**src/verilog/dcrtm_pkg.sv**
```systemverilog
// Purpose: shared constants of the dual reload capture timer
// Assumes: 32-bit AHB-Lite register window, one word per register
// Notes:   offsets are byte addresses; indexes are offset / 4
`default_nettype none

package dcrtm_pkg;

   // ***********************************************************
   // register map
   // ***********************************************************
   localparam logic [2:0]  IDX_CTRL    = 3'h0; // control and flags
   localparam logic [2:0]  IDX_COUNT   = 3'h1; // 16-bit counter
   localparam logic [2:0]  IDX_SUP_A   = 3'h2; // support register a
   localparam logic [2:0]  IDX_SUP_B   = 3'h3; // support register b
   localparam logic [2:0]  IDX_SET     = 3'h4; // bit set op on control
   localparam logic [2:0]  IDX_CLR     = 3'h5; // bit clear op on control

   // ***********************************************************
   // control register fields
   // ***********************************************************
   localparam int          BIT_RUN     = 0;  // run or underflow flag
   localparam int          BIT_PEND_A  = 1;
   localparam int          BIT_PEND_B  = 2;
   localparam int          BIT_EN_A    = 3;
   localparam int          BIT_EN_B    = 4;
   localparam int          BIT_MODE_LO = 5;  // mode bits 1..3 at 5..7
   localparam int          BIT_FAST    = 8;  // fast select
   localparam int          CTRL_W      = 9;
   localparam logic [CTRL_W-1:0] CTRL_RST = 9'h000;

   // ***********************************************************
   // mode codes as {mode_bit_3, mode_bit_2, mode_bit_1}
   // ***********************************************************
   localparam logic [2:0]  MODE_EVT_RISE = 3'h0;
   localparam logic [2:0]  MODE_EVT_FALL = 3'h1;
   localparam logic [2:0]  MODE_PWM_NOTG = 3'h4;
   localparam logic [2:0]  MODE_PWM_TOGL = 3'h5;

   // ***********************************************************
   // bus and timing
   // ***********************************************************
   localparam logic [2:0]  HSIZE_WORD  = 3'h2;
   localparam logic [1:0]  HTRANS_NSEQ = 2'h2;
   localparam int          CLK_HZ      = 25000000;
   localparam int          INST_DIV    = 10; // master clocks per instr
   localparam logic [15:0] COUNT_RST   = 16'hFFFF;

endpackage

`default_nettype wire

```
**src/verilog/dcrtm_edge_if.sv**
```systemverilog
// Purpose: carries pin levels, counting tick and edge pulses
// Assumes: one clock domain
// Notes:   edges are valid only in cycles where tick is high
`default_nettype none

interface dcrtm_edge_if;
   logic tick;
   logic pin_a;
   logic pin_b;
   logic rise_a;
   logic fall_a;
   logic rise_b;
   logic fall_b;

   modport sampler (input tick, pin_a, pin_b,
                    output rise_a, fall_a, rise_b, fall_b);
   modport user    (output tick, pin_a, pin_b,
                    input rise_a, fall_a, rise_b, fall_b);
endinterface

`default_nettype wire

```
**src/verilog/dcrtm_timer.sv**
```systemverilog
// Purpose: 16-bit pwm, event counter and input capture timer
// Assumes: AHB-Lite slave, zero wait states, word transfers only
// Notes:   master clock is the system clock; instruction rate is a
//          divided enable pulse
//
// The AHB-Lite interface to the registers and the register offsets were chosen for this implementation.
`default_nettype none

module dcrtm_timer #(
   parameter int INST_DIV = dcrtm_pkg::INST_DIV,
   parameter int ADDR_W   = 12
) (
   // clock and reset
   input  wire logic              i_sys_clk,
   input  wire logic              i_rst_n,
   // AHB-Lite slave
   input  wire logic              i_hsel,
   input  wire logic [ADDR_W-1:0] i_haddr,
   input  wire logic [1:0]        i_htrans,
   input  wire logic              i_hwrite,
   input  wire logic [2:0]        i_hsize,
   input  wire logic [31:0]       i_hwdata,
   input  wire logic              i_hready,
   output logic      [31:0]       o_hrdata,
   output logic                   o_hreadyout,
   output logic                   o_hresp,
   // timer pins
   input  wire logic              i_timer_pin_a,
   output logic                   o_timer_pin_a,
   output logic                   o_timer_pin_a_oe,
   input  wire logic              i_timer_pin_b,
   // interrupt requests
   output logic                   o_irq_a,
   output logic                   o_irq_b
);

   localparam int DIV_W = (INST_DIV > 1) ? $clog2(INST_DIV) : 1;
   localparam logic [DIV_W-1:0] DIV_LAST = DIV_W'(INST_DIV - 1);
   localparam int CTRL_WIDTH = dcrtm_pkg::CTRL_W;

   typedef struct packed {
      logic [DIV_W-1:0] div;      // instruction rate divider
      logic [15:0]      count;
      logic [15:0]      sup_a;
      logic [15:0]      sup_b;
      logic             run_flag; // run, or underflow pending in capture
      logic             pend_a;
      logic             pend_b;
      logic             en_a;
      logic             en_b;
      logic [2:0]       mode;     // {mode_bit_3, mode_bit_2, mode_bit_1}
      logic             fast;
      logic             sel_b;    // next pwm reload comes from b
      logic             pwm_out;
      logic             dp_wr;    // write data phase pending
      logic [2:0]       dp_idx;
      logic [31:0]      rdata;
   } dcrtm_state_t;

   dcrtm_state_t st;
   dcrtm_state_t next_st;

   logic [1:0]  rst_pipe;
   logic        rst_n;
   logic        is_capture;
   logic        is_pwm;
   logic        is_event;
   logic        inst_pulse;
   logic        tick;
   logic        cap_a;
   logic        cap_b;
   logic        evt_a;
   logic        addr_ok;
   logic        take;
   logic        cnt_wr;
   logic        at_zero;
   logic [CTRL_WIDTH-1:0] ctrl_word;

   dcrtm_edge_if edges ();

   // ***********************************************************
   // reset release
   // ***********************************************************
   // assert at once, release two clocks late to avoid metastability
   always_ff @(posedge i_sys_clk or negedge i_rst_n) begin
      if (!i_rst_n) begin
         rst_pipe <= 2'h0;
      end else begin
         rst_pipe <= {rst_pipe[0], 1'b1};
      end
   end
   assign rst_n = rst_pipe[1];

   // ***********************************************************
   // mode decode and counting rate
   // ***********************************************************
   // the three mode bits decode fully, every code picks one mode
   assign is_capture = st.mode[1];
   assign is_pwm     = (st.mode == dcrtm_pkg::MODE_PWM_TOGL) ||
                       (st.mode == dcrtm_pkg::MODE_PWM_NOTG);
   assign is_event   = (st.mode == dcrtm_pkg::MODE_EVT_RISE) ||
                       (st.mode == dcrtm_pkg::MODE_EVT_FALL);
   assign inst_pulse = (st.div == DIV_LAST);
   // fast mode counts every master clock, so values move each cycle
   assign tick       = st.fast | inst_pulse;

   // pin edge sampler on the counting tick
   assign edges.tick  = tick;
   assign edges.pin_a = i_timer_pin_a;
   assign edges.pin_b = i_timer_pin_b;

   dcrtm_edge_sampler u_sampler (
      .i_sys_clk (i_sys_clk),
      .i_rst_n   (rst_n),
      .edges     (edges.sampler)
   );

   // per-pin polarity: bit 1 of mode for pin a, bit 3 for pin b
   assign cap_a = is_capture &
                  (st.mode[0] ? edges.fall_a : edges.rise_a);
   assign cap_b = is_capture &
                  (st.mode[2] ? edges.fall_b : edges.rise_b);
   assign evt_a = st.mode[0] ? edges.fall_a : edges.rise_a;

   // ***********************************************************
   // bus decode
   // ***********************************************************
   assign addr_ok = (i_haddr[ADDR_W-1:5] == '0) &&
                    (i_haddr[4:2] <= dcrtm_pkg::IDX_CLR) &&
                    (i_haddr[1:0] == 2'h0);
   // seq is taken like nonseq, though only single transfers are expected
   assign take    = i_hsel & i_hready & (i_htrans == dcrtm_pkg::HTRANS_NSEQ
                    || i_htrans == 2'h3);

   // ***********************************************************
   // counter helpers
   // ***********************************************************
   // a software count write in this data phase beats the decrement
   assign cnt_wr  = st.dp_wr && (st.dp_idx == dcrtm_pkg::IDX_COUNT);
   // zero seen at a tick means the next step underflows or reloads
   assign at_zero = (st.count == 16'h0000);

   // control register image as seen by software
   // set and clear ops work on this image, so no other bit is lost
   always_comb begin
      ctrl_word = '0;
      ctrl_word[dcrtm_pkg::BIT_RUN]    = st.run_flag;
      ctrl_word[dcrtm_pkg::BIT_PEND_A] = st.pend_a;
      ctrl_word[dcrtm_pkg::BIT_PEND_B] = st.pend_b;
      ctrl_word[dcrtm_pkg::BIT_EN_A]   = st.en_a;
      ctrl_word[dcrtm_pkg::BIT_EN_B]   = st.en_b;
      ctrl_word[dcrtm_pkg::BIT_MODE_LO +: 3] = st.mode;
      ctrl_word[dcrtm_pkg::BIT_FAST]   = st.fast;
   end

   // ***********************************************************
   // next state
   // ***********************************************************
   always_comb begin
      logic [CTRL_WIDTH-1:0] cw;
      logic                  wr_now;
      next_st = st;
      cw      = ctrl_word;
      wr_now  = st.dp_wr;

      // instruction rate divider runs always
      next_st.div = inst_pulse ? '0 : st.div + DIV_W'(1);

      // software side first, so hardware events below win over clears
      if (wr_now) begin
         unique case (st.dp_idx)
            dcrtm_pkg::IDX_CTRL:  cw = i_hwdata[CTRL_WIDTH-1:0];
            dcrtm_pkg::IDX_SET:   cw = ctrl_word |
                                       i_hwdata[CTRL_WIDTH-1:0];
            dcrtm_pkg::IDX_CLR:   cw = ctrl_word &
                                       ~i_hwdata[CTRL_WIDTH-1:0];
            dcrtm_pkg::IDX_COUNT: next_st.count = i_hwdata[15:0];
            dcrtm_pkg::IDX_SUP_A: next_st.sup_a = i_hwdata[15:0];
            dcrtm_pkg::IDX_SUP_B: next_st.sup_b = i_hwdata[15:0];
            default: ;
         endcase
      end
      // flags change only by software writes here
      next_st.run_flag = cw[dcrtm_pkg::BIT_RUN];
      next_st.pend_a   = cw[dcrtm_pkg::BIT_PEND_A];
      next_st.pend_b   = cw[dcrtm_pkg::BIT_PEND_B];
      next_st.en_a     = cw[dcrtm_pkg::BIT_EN_A];
      next_st.en_b     = cw[dcrtm_pkg::BIT_EN_B];
      next_st.mode     = cw[dcrtm_pkg::BIT_MODE_LO +: 3];
      next_st.fast     = cw[dcrtm_pkg::BIT_FAST];

      // leaving pwm forgets the alternation, so a later start
      // reloads from a first
      if (!is_pwm) begin
         next_st.sel_b = 1'b0;
      end

      // counter engine; a same-cycle software count write is kept
      if (is_capture) begin
         // free running, captures and underflows never stop it
         if (tick) begin
            if (!cnt_wr) begin
               next_st.count = st.count - 16'h0001;
            end
            if (at_zero) begin
               next_st.run_flag = 1'b1;
            end
         end
         if (cap_a) begin
            next_st.sup_a  = st.count;
            next_st.pend_a = 1'b1;
         end
         if (cap_b) begin
            next_st.sup_b  = st.count;
            next_st.pend_b = 1'b1;
         end
      end else if (is_pwm) begin
         if (!st.run_flag) begin
            // restart always begins with a reload from a
            next_st.sel_b = 1'b0;
         end else if (tick) begin
            // the tick that sees zero loads a span instead of counting
            if (at_zero) begin
               if (st.sel_b) begin
                  next_st.count  = st.sup_b;
                  next_st.pend_b = 1'b1;
               end else begin
                  next_st.count  = st.sup_a;
                  next_st.pend_a = 1'b1;
               end
               next_st.sel_b = ~st.sel_b;
               if (st.mode == dcrtm_pkg::MODE_PWM_TOGL) begin
                  next_st.pwm_out = ~st.pwm_out;
               end
            end else begin
               next_st.count = st.count - 16'h0001;
            end
            if (cnt_wr) begin
               next_st.count = i_hwdata[15:0];
            end
         end
      end else if (is_event) begin
         if (st.run_flag && evt_a) begin
            if (!cnt_wr) begin
               next_st.count = st.count - 16'h0001;
            end
            if (at_zero) begin
               next_st.pend_a = 1'b1;
            end
         end
         // pin b rising edges latch even while halted, b is an independent input
         if (edges.rise_b) begin
            next_st.pend_b = 1'b1;
         end
      end

      // address phase: reads are registered, writes wait for data
      // a write of another size is dropped; reads answer every size
      next_st.dp_wr = 1'b0;
      if (take && addr_ok) begin
         next_st.dp_wr  = i_hwrite && (i_hsize == dcrtm_pkg::HSIZE_WORD);
         next_st.dp_idx = i_haddr[4:2];
      end
      if (take && !i_hwrite) begin
         // plain copy, so reads cannot disturb the count
         next_st.rdata = 32'h0000_0000;
         if (addr_ok) begin
            unique case (i_haddr[4:2])
               dcrtm_pkg::IDX_CTRL:  next_st.rdata =
                                        {{(32-CTRL_WIDTH){1'b0}}, ctrl_word};
               dcrtm_pkg::IDX_COUNT: next_st.rdata = {16'h0000, st.count};
               dcrtm_pkg::IDX_SUP_A: next_st.rdata = {16'h0000, st.sup_a};
               dcrtm_pkg::IDX_SUP_B: next_st.rdata = {16'h0000, st.sup_b};
               default:              next_st.rdata = 32'h0000_0000;
            endcase
         end
      end
   end

   // ***********************************************************
   // state register
   // ***********************************************************
   always_ff @(posedge i_sys_clk or negedge rst_n) begin
      if (!rst_n) begin
         st         <= '0;
         // only the counter leaves reset at a non-zero value
         st.count   <= dcrtm_pkg::COUNT_RST;
         st.fast    <= dcrtm_pkg::CTRL_RST[dcrtm_pkg::BIT_FAST];
      end else begin
         st <= next_st;
      end
   end

   // ***********************************************************
   // outputs
   // ***********************************************************
   // zero wait states keep the slave simple; response is always okay
   // read data holds until the next read; writes never move it
   assign o_hrdata    = st.rdata;
   assign o_hreadyout = 1'b1;
   assign o_hresp     = 1'b0;

   // pin a drives only in toggling pwm mode, it is an input otherwise
   assign o_timer_pin_a    = st.pwm_out;
   assign o_timer_pin_a_oe = (st.mode == dcrtm_pkg::MODE_PWM_TOGL);

   // interrupt requests gated by their enables
   // in capture mode an underflow shares request a with pin a captures
   assign o_irq_a = st.en_a & (st.pend_a |
                    (is_capture & st.run_flag));
   assign o_irq_b = st.en_b & st.pend_b;

endmodule

`default_nettype wire

```
**src/verilog/dcrtm_edge_sampler.sv**
```systemverilog
// Purpose: samples both timer pins at the counting rate, finds edges
// Assumes: pins are synchronous to the system clock
// Notes:   a pulse shorter than one counting tick may be missed
`default_nettype none

module dcrtm_edge_sampler (
   // clock and reset
   input  wire logic          i_sys_clk,
   input  wire logic          i_rst_n,
   // pins and edges
   dcrtm_edge_if.sampler      edges
);

   typedef struct packed {
      logic prev_a;
      logic prev_b;
   } dcrtm_smp_t;

   dcrtm_smp_t st;
   dcrtm_smp_t next_st;

   // ***********************************************************
   // edge detection
   // ***********************************************************
   // sampling only on tick ties edges to the counting clock
   always_comb begin
      next_st = st;
      if (edges.tick) begin
         next_st.prev_a = edges.pin_a;
         next_st.prev_b = edges.pin_b;
      end
   end

   // state register
   always_ff @(posedge i_sys_clk or negedge i_rst_n) begin
      if (!i_rst_n) begin
         st <= '0;
      end else begin
         st <= next_st;
      end
   end

   // pulses qualified by the tick
   assign edges.rise_a = edges.tick & edges.pin_a & ~st.prev_a;
   assign edges.fall_a = edges.tick & ~edges.pin_a & st.prev_a;
   assign edges.rise_b = edges.tick & edges.pin_b & ~st.prev_b;
   assign edges.fall_b = edges.tick & ~edges.pin_b & st.prev_b;

endmodule

`default_nettype wire

```
**config.mk**
```make
export PLATFORM = sky130hd
export DESIGN_NAME = dcrtm_timer
export DESIGN_NICKNAME = d
export VERILOG_FILES = /design/src/verilog/dcrtm_pkg.sv /design/src/verilog/dcrtm_edge_if.sv /design/src/verilog/dcrtm_timer.sv /design/src/verilog/dcrtm_edge_sampler.sv
export SDC_FILE = /design/constraint.sdc
export NUM_CORES = 1
export LEC_CHECK = 0
export BUFFER_PORTS_ARGS = -buffer_cell sky130_fd_sc_hd__buf_2
export CAP_MARGIN = 0
export CORE_MARGIN = 5
export CORE_UTILIZATION = 40
export CTS_CLUSTER_SIZE = 24
export DETAILED_ROUTE_END_ITERATION = 10
export SLEW_MARGIN = 20
export SYNTH_ARGS = -nofsm -noshare
export SYNTH_HDL_FRONTEND = slang
export SYNTH_HIERARCHICAL = 1
export SYNTH_SLANG_ARGS = --single-unit
```
**constraint.sdc**
```tcl
create_clock -name i_sys_clk -period 3.84 [get_ports i_sys_clk]
set_input_delay 0.384 -clock i_sys_clk [delete_from_list [all_inputs] [get_ports i_sys_clk]]
set_output_delay 0.384 -clock i_sys_clk [all_outputs]
set_load 0.005 [all_outputs]
```
==> flow_summary.yaml <==
synth:
  ys.flop_type: "dfrtp_1"
  syn_avg_cell_area_um2: 9.145
  ys.warnings.count: 6
  synth_area_leader_cell: "dfrtp_1"
  synth.area.mux_share_pct: 14.73
  synth_cell_types: 66
  synthSimpleGateAreaFrac_pct: 15.52
  synth-seq-cells: 87
  synth_fa_ha_area_share_pct: 0.2189
  synthXorXnorAreaFrac_pct: 1.992
  synth_top_area_share_pct: 31.09
  synth_top_family_by_area: "compound AO/OA/AOI/OAI gates"
  yosysSeqAreaShare_pct: 38.44
  async_flop_share_pct: 100.0
  synth_area_leaders: "dfrtp_1 (31%), dfstp_2 (7.4%), mux2i_1 (7.2%)"
  synth_compound_area_share_pct: 20.05
  yosysMostFrequentCell: "dfrtp_1"
  synthCells: 625
  synth_edf_count: 0
  synthTopCellsByCount: "dfrtp_1 (71), nor2_1 (59), a21oi_1 (58)"
  syn_area_um2: 5715
drt:
  drt.antenna.violating_nets: 0
  drtPass1Iterations: 6
  drc: 0
  drt-initial-drc-count: 478
  via_per_inst: 5.960
  routed_wl_um: 16490
  wl_per_cell_um: 20.01
  vias: 4911
final_layout:
  layout-drive-gt1-share_pct: 22.20
  syn_to_final_growth_pct: 9.720
  fin_cells: 824
  fin_util_pct: 45.00
  nNetsFinal: 696
  fillers: 1340
  regArea_um2: 2201
  n_antenna_cell: 0
  multi_input_area_um2: 3093
setup_path:
  crit_slowest_cell: "nor4bb_1"
  critPathCaptureType: "flip-flop"
  arrival_ns: 3.45
  r2r_setup_slack_ns: 0.66
  startpoint: "st[96]"
  path_depth: 10
  cp_cell_sequence: "nor4bb_1, nor2_1, inv_1, and3b_2, mux2_2, and2_1, a22o_1, a21oi_1, a311o_1, a31oi_1"
  path_delay_family: "simple AND/OR/NAND/NOR gates"
  rr_startpoint: "st[96]"
  required_ns: 4.11
  crit_fanout: 9
  critPathMaxStageDelay_ns: 0.50
  crit_type: "flip-flop to flip-flop"
  reg2regPathDepth: 10
  start_kind: "flip-flop"
  path_buf_inv: 1
floorplanning:
  pin_count: 94
  core.rowCount: 43
  die_height_um: 129.5
  die_area_um2: 16780
  die_w_um: 129.5
  start_util_pct: 41.02
  core_um2: 13930
pwr:
  total_power_w: 0.002103
  p_leak_nw: 2.703
  ir_worst_vdd_mv: 0.2332
  powerDensity_nw_per_um2: 335.3
timing:
  hold_violations: 0
  min_period_ns: 3.179
  fin_setup_tns_ns: 0
  grt_setup_unrepaired: "no"
  max_freq_mhz: 314.6
  fin_worst_skew_ns: 0.003284
  min_period_over_period_pct: 82.79
  worst_slew_pin_slew_ns: 1.080
  drv_slew: 0
  slew_headroom_pct: 27.99
  whs_ns: 0.2768
  finalSetupViolCount: 0
global_route:
  grt_pass1_vias: 4801
  antenna_found_initial: 0
  grt_max_degree: 86
  grt_util_all_layers_pct: 20.03
  grt_overflow_total: 0
  grt_pass1_wl_um: 25880
clock_tree:
  cts_tree: "yes"
  cts_buffer_depth: 2
  cts_max_level: 3
  clk_pin_slew_ns: 0.06
  hold_buffers: 1
  clock_latency_ns: 0.35
  post_cts_buffers: 0
  cts_buffers: 9
  ctsResizeCount: 0
  cts_root_buf: "clkbuf_16"
  cts_sinks: 87
place:
  dp_hpwl_um: 11260
  finalWeightedCongestion: 0.9475
  port_buffers: 58
  dp_cells: 806
min_path:
  hold_class: "flip-flop to asynchronous set/reset pin"
run_status:
  outcome: "finished, final reports clean"
job:
  drv_cap: 0
==> path summary, 6_finish.rpt <==
check,end
setup reg to reg,st[91]
min in group i_sys_clk,st[35]
setup / recovery,st[91]
max in group asynchronous,st[84]
hold / removal,st[62]
hold reg to reg,st[62]
==> cells by family (layout without fill, tap and decap cells) <==
family / count (synthesis) / after routing
xor gates and xnor gates: 13 / 13
buffers and inverters: 93 / 95
AOI/OAI and AO/OA: 177 / 177
and+or+nand+nor: 182 / 182
adders and majority gates: 1 / 1
other: 2 / 19
DFF: 87 / 87
muxes: 70 / 70
==> through the flow <==
stage	setup slack, ns	cell area (µm²)
after detailed placement	0.7116	5922
after global placement	0.7826	5922
final	0.6610	6271
after CTS	0.6814	6243
after global routing	0.3614	6271
after floorplan	1.142	5779
==> cell usage in the layout (no fill, tap or decap), drive strengths merged, types with 9 or more instances in the layout <==
cell type / count
dfstp: 16
a31oi: 9
nor2: 59
nand3: 10
nor3: 14
a21oi: 58
conb: 19
nand2: 52
a22oi: 11
a22o: 18
mux4: 9
mux2: 20
mux2i: 41
o21ai: 33
dfrtp: 71
buf: 70
a211oi: 10
clkbuf: 14
==> worst register-to-register path, delay by kind of cell (launching register included) <==
kind / cells / cell delay [ns]
multiplexers: 1 / 0.18
flip-flops: 1 / 0.43
buffers and inverters: 1 / 0.28
AO/OA/AOI/OAI: 4 / 1.02
AND/OR/NAND/NOR: 4 / 1.18
==> final cells by class <==
| type | count | share of cell area [%] |
|---|---|---|
| clock buffers | 14 | 4.370 |
| clock inverters | 2 | 0.5986 |
| inverters | 8 | 0.4789 |
| multi-input cells | 462 | 49.32 |
| flip-flops and latches | 87 | 35.10 |
| well taps | 180 | 3.591 |
| repair buffers | 71 | 6.544 |
==> sequential cells by signal, summed over array words and instances, names as in the netlist <==
name and flops:
u_sampler/st 2, o_hrdata 16, ctrl_word 9, st 57, o_timer_pin_a 1, rst_pipe 2
==> routing by layer <==
layer  vias up  GRT usage, %  share of wire [%]
met5         -             0                  0
met4         0         6.785                1.8
met3        29         4.905                8.8
met2       212         31.52                 46
met1      2408         27.18                 43
li1       2262             -                  -
==> power by group <==
part / internal, W / leakage (nW) / switching (W) / total [W]
Sequential: 0.000952 / 1.10 / 0.0000512 / 0.00100
Clock: 0.000558 / 0.149 / 0.000364 / 0.000922
Combinational: 0.0000814 / 1.46 / 0.0000955 / 0.000177
Total: 0.00159 / 2.70 / 0.000511 / 0.00210
No activity file was read; power rests on OpenSTA's default activity.
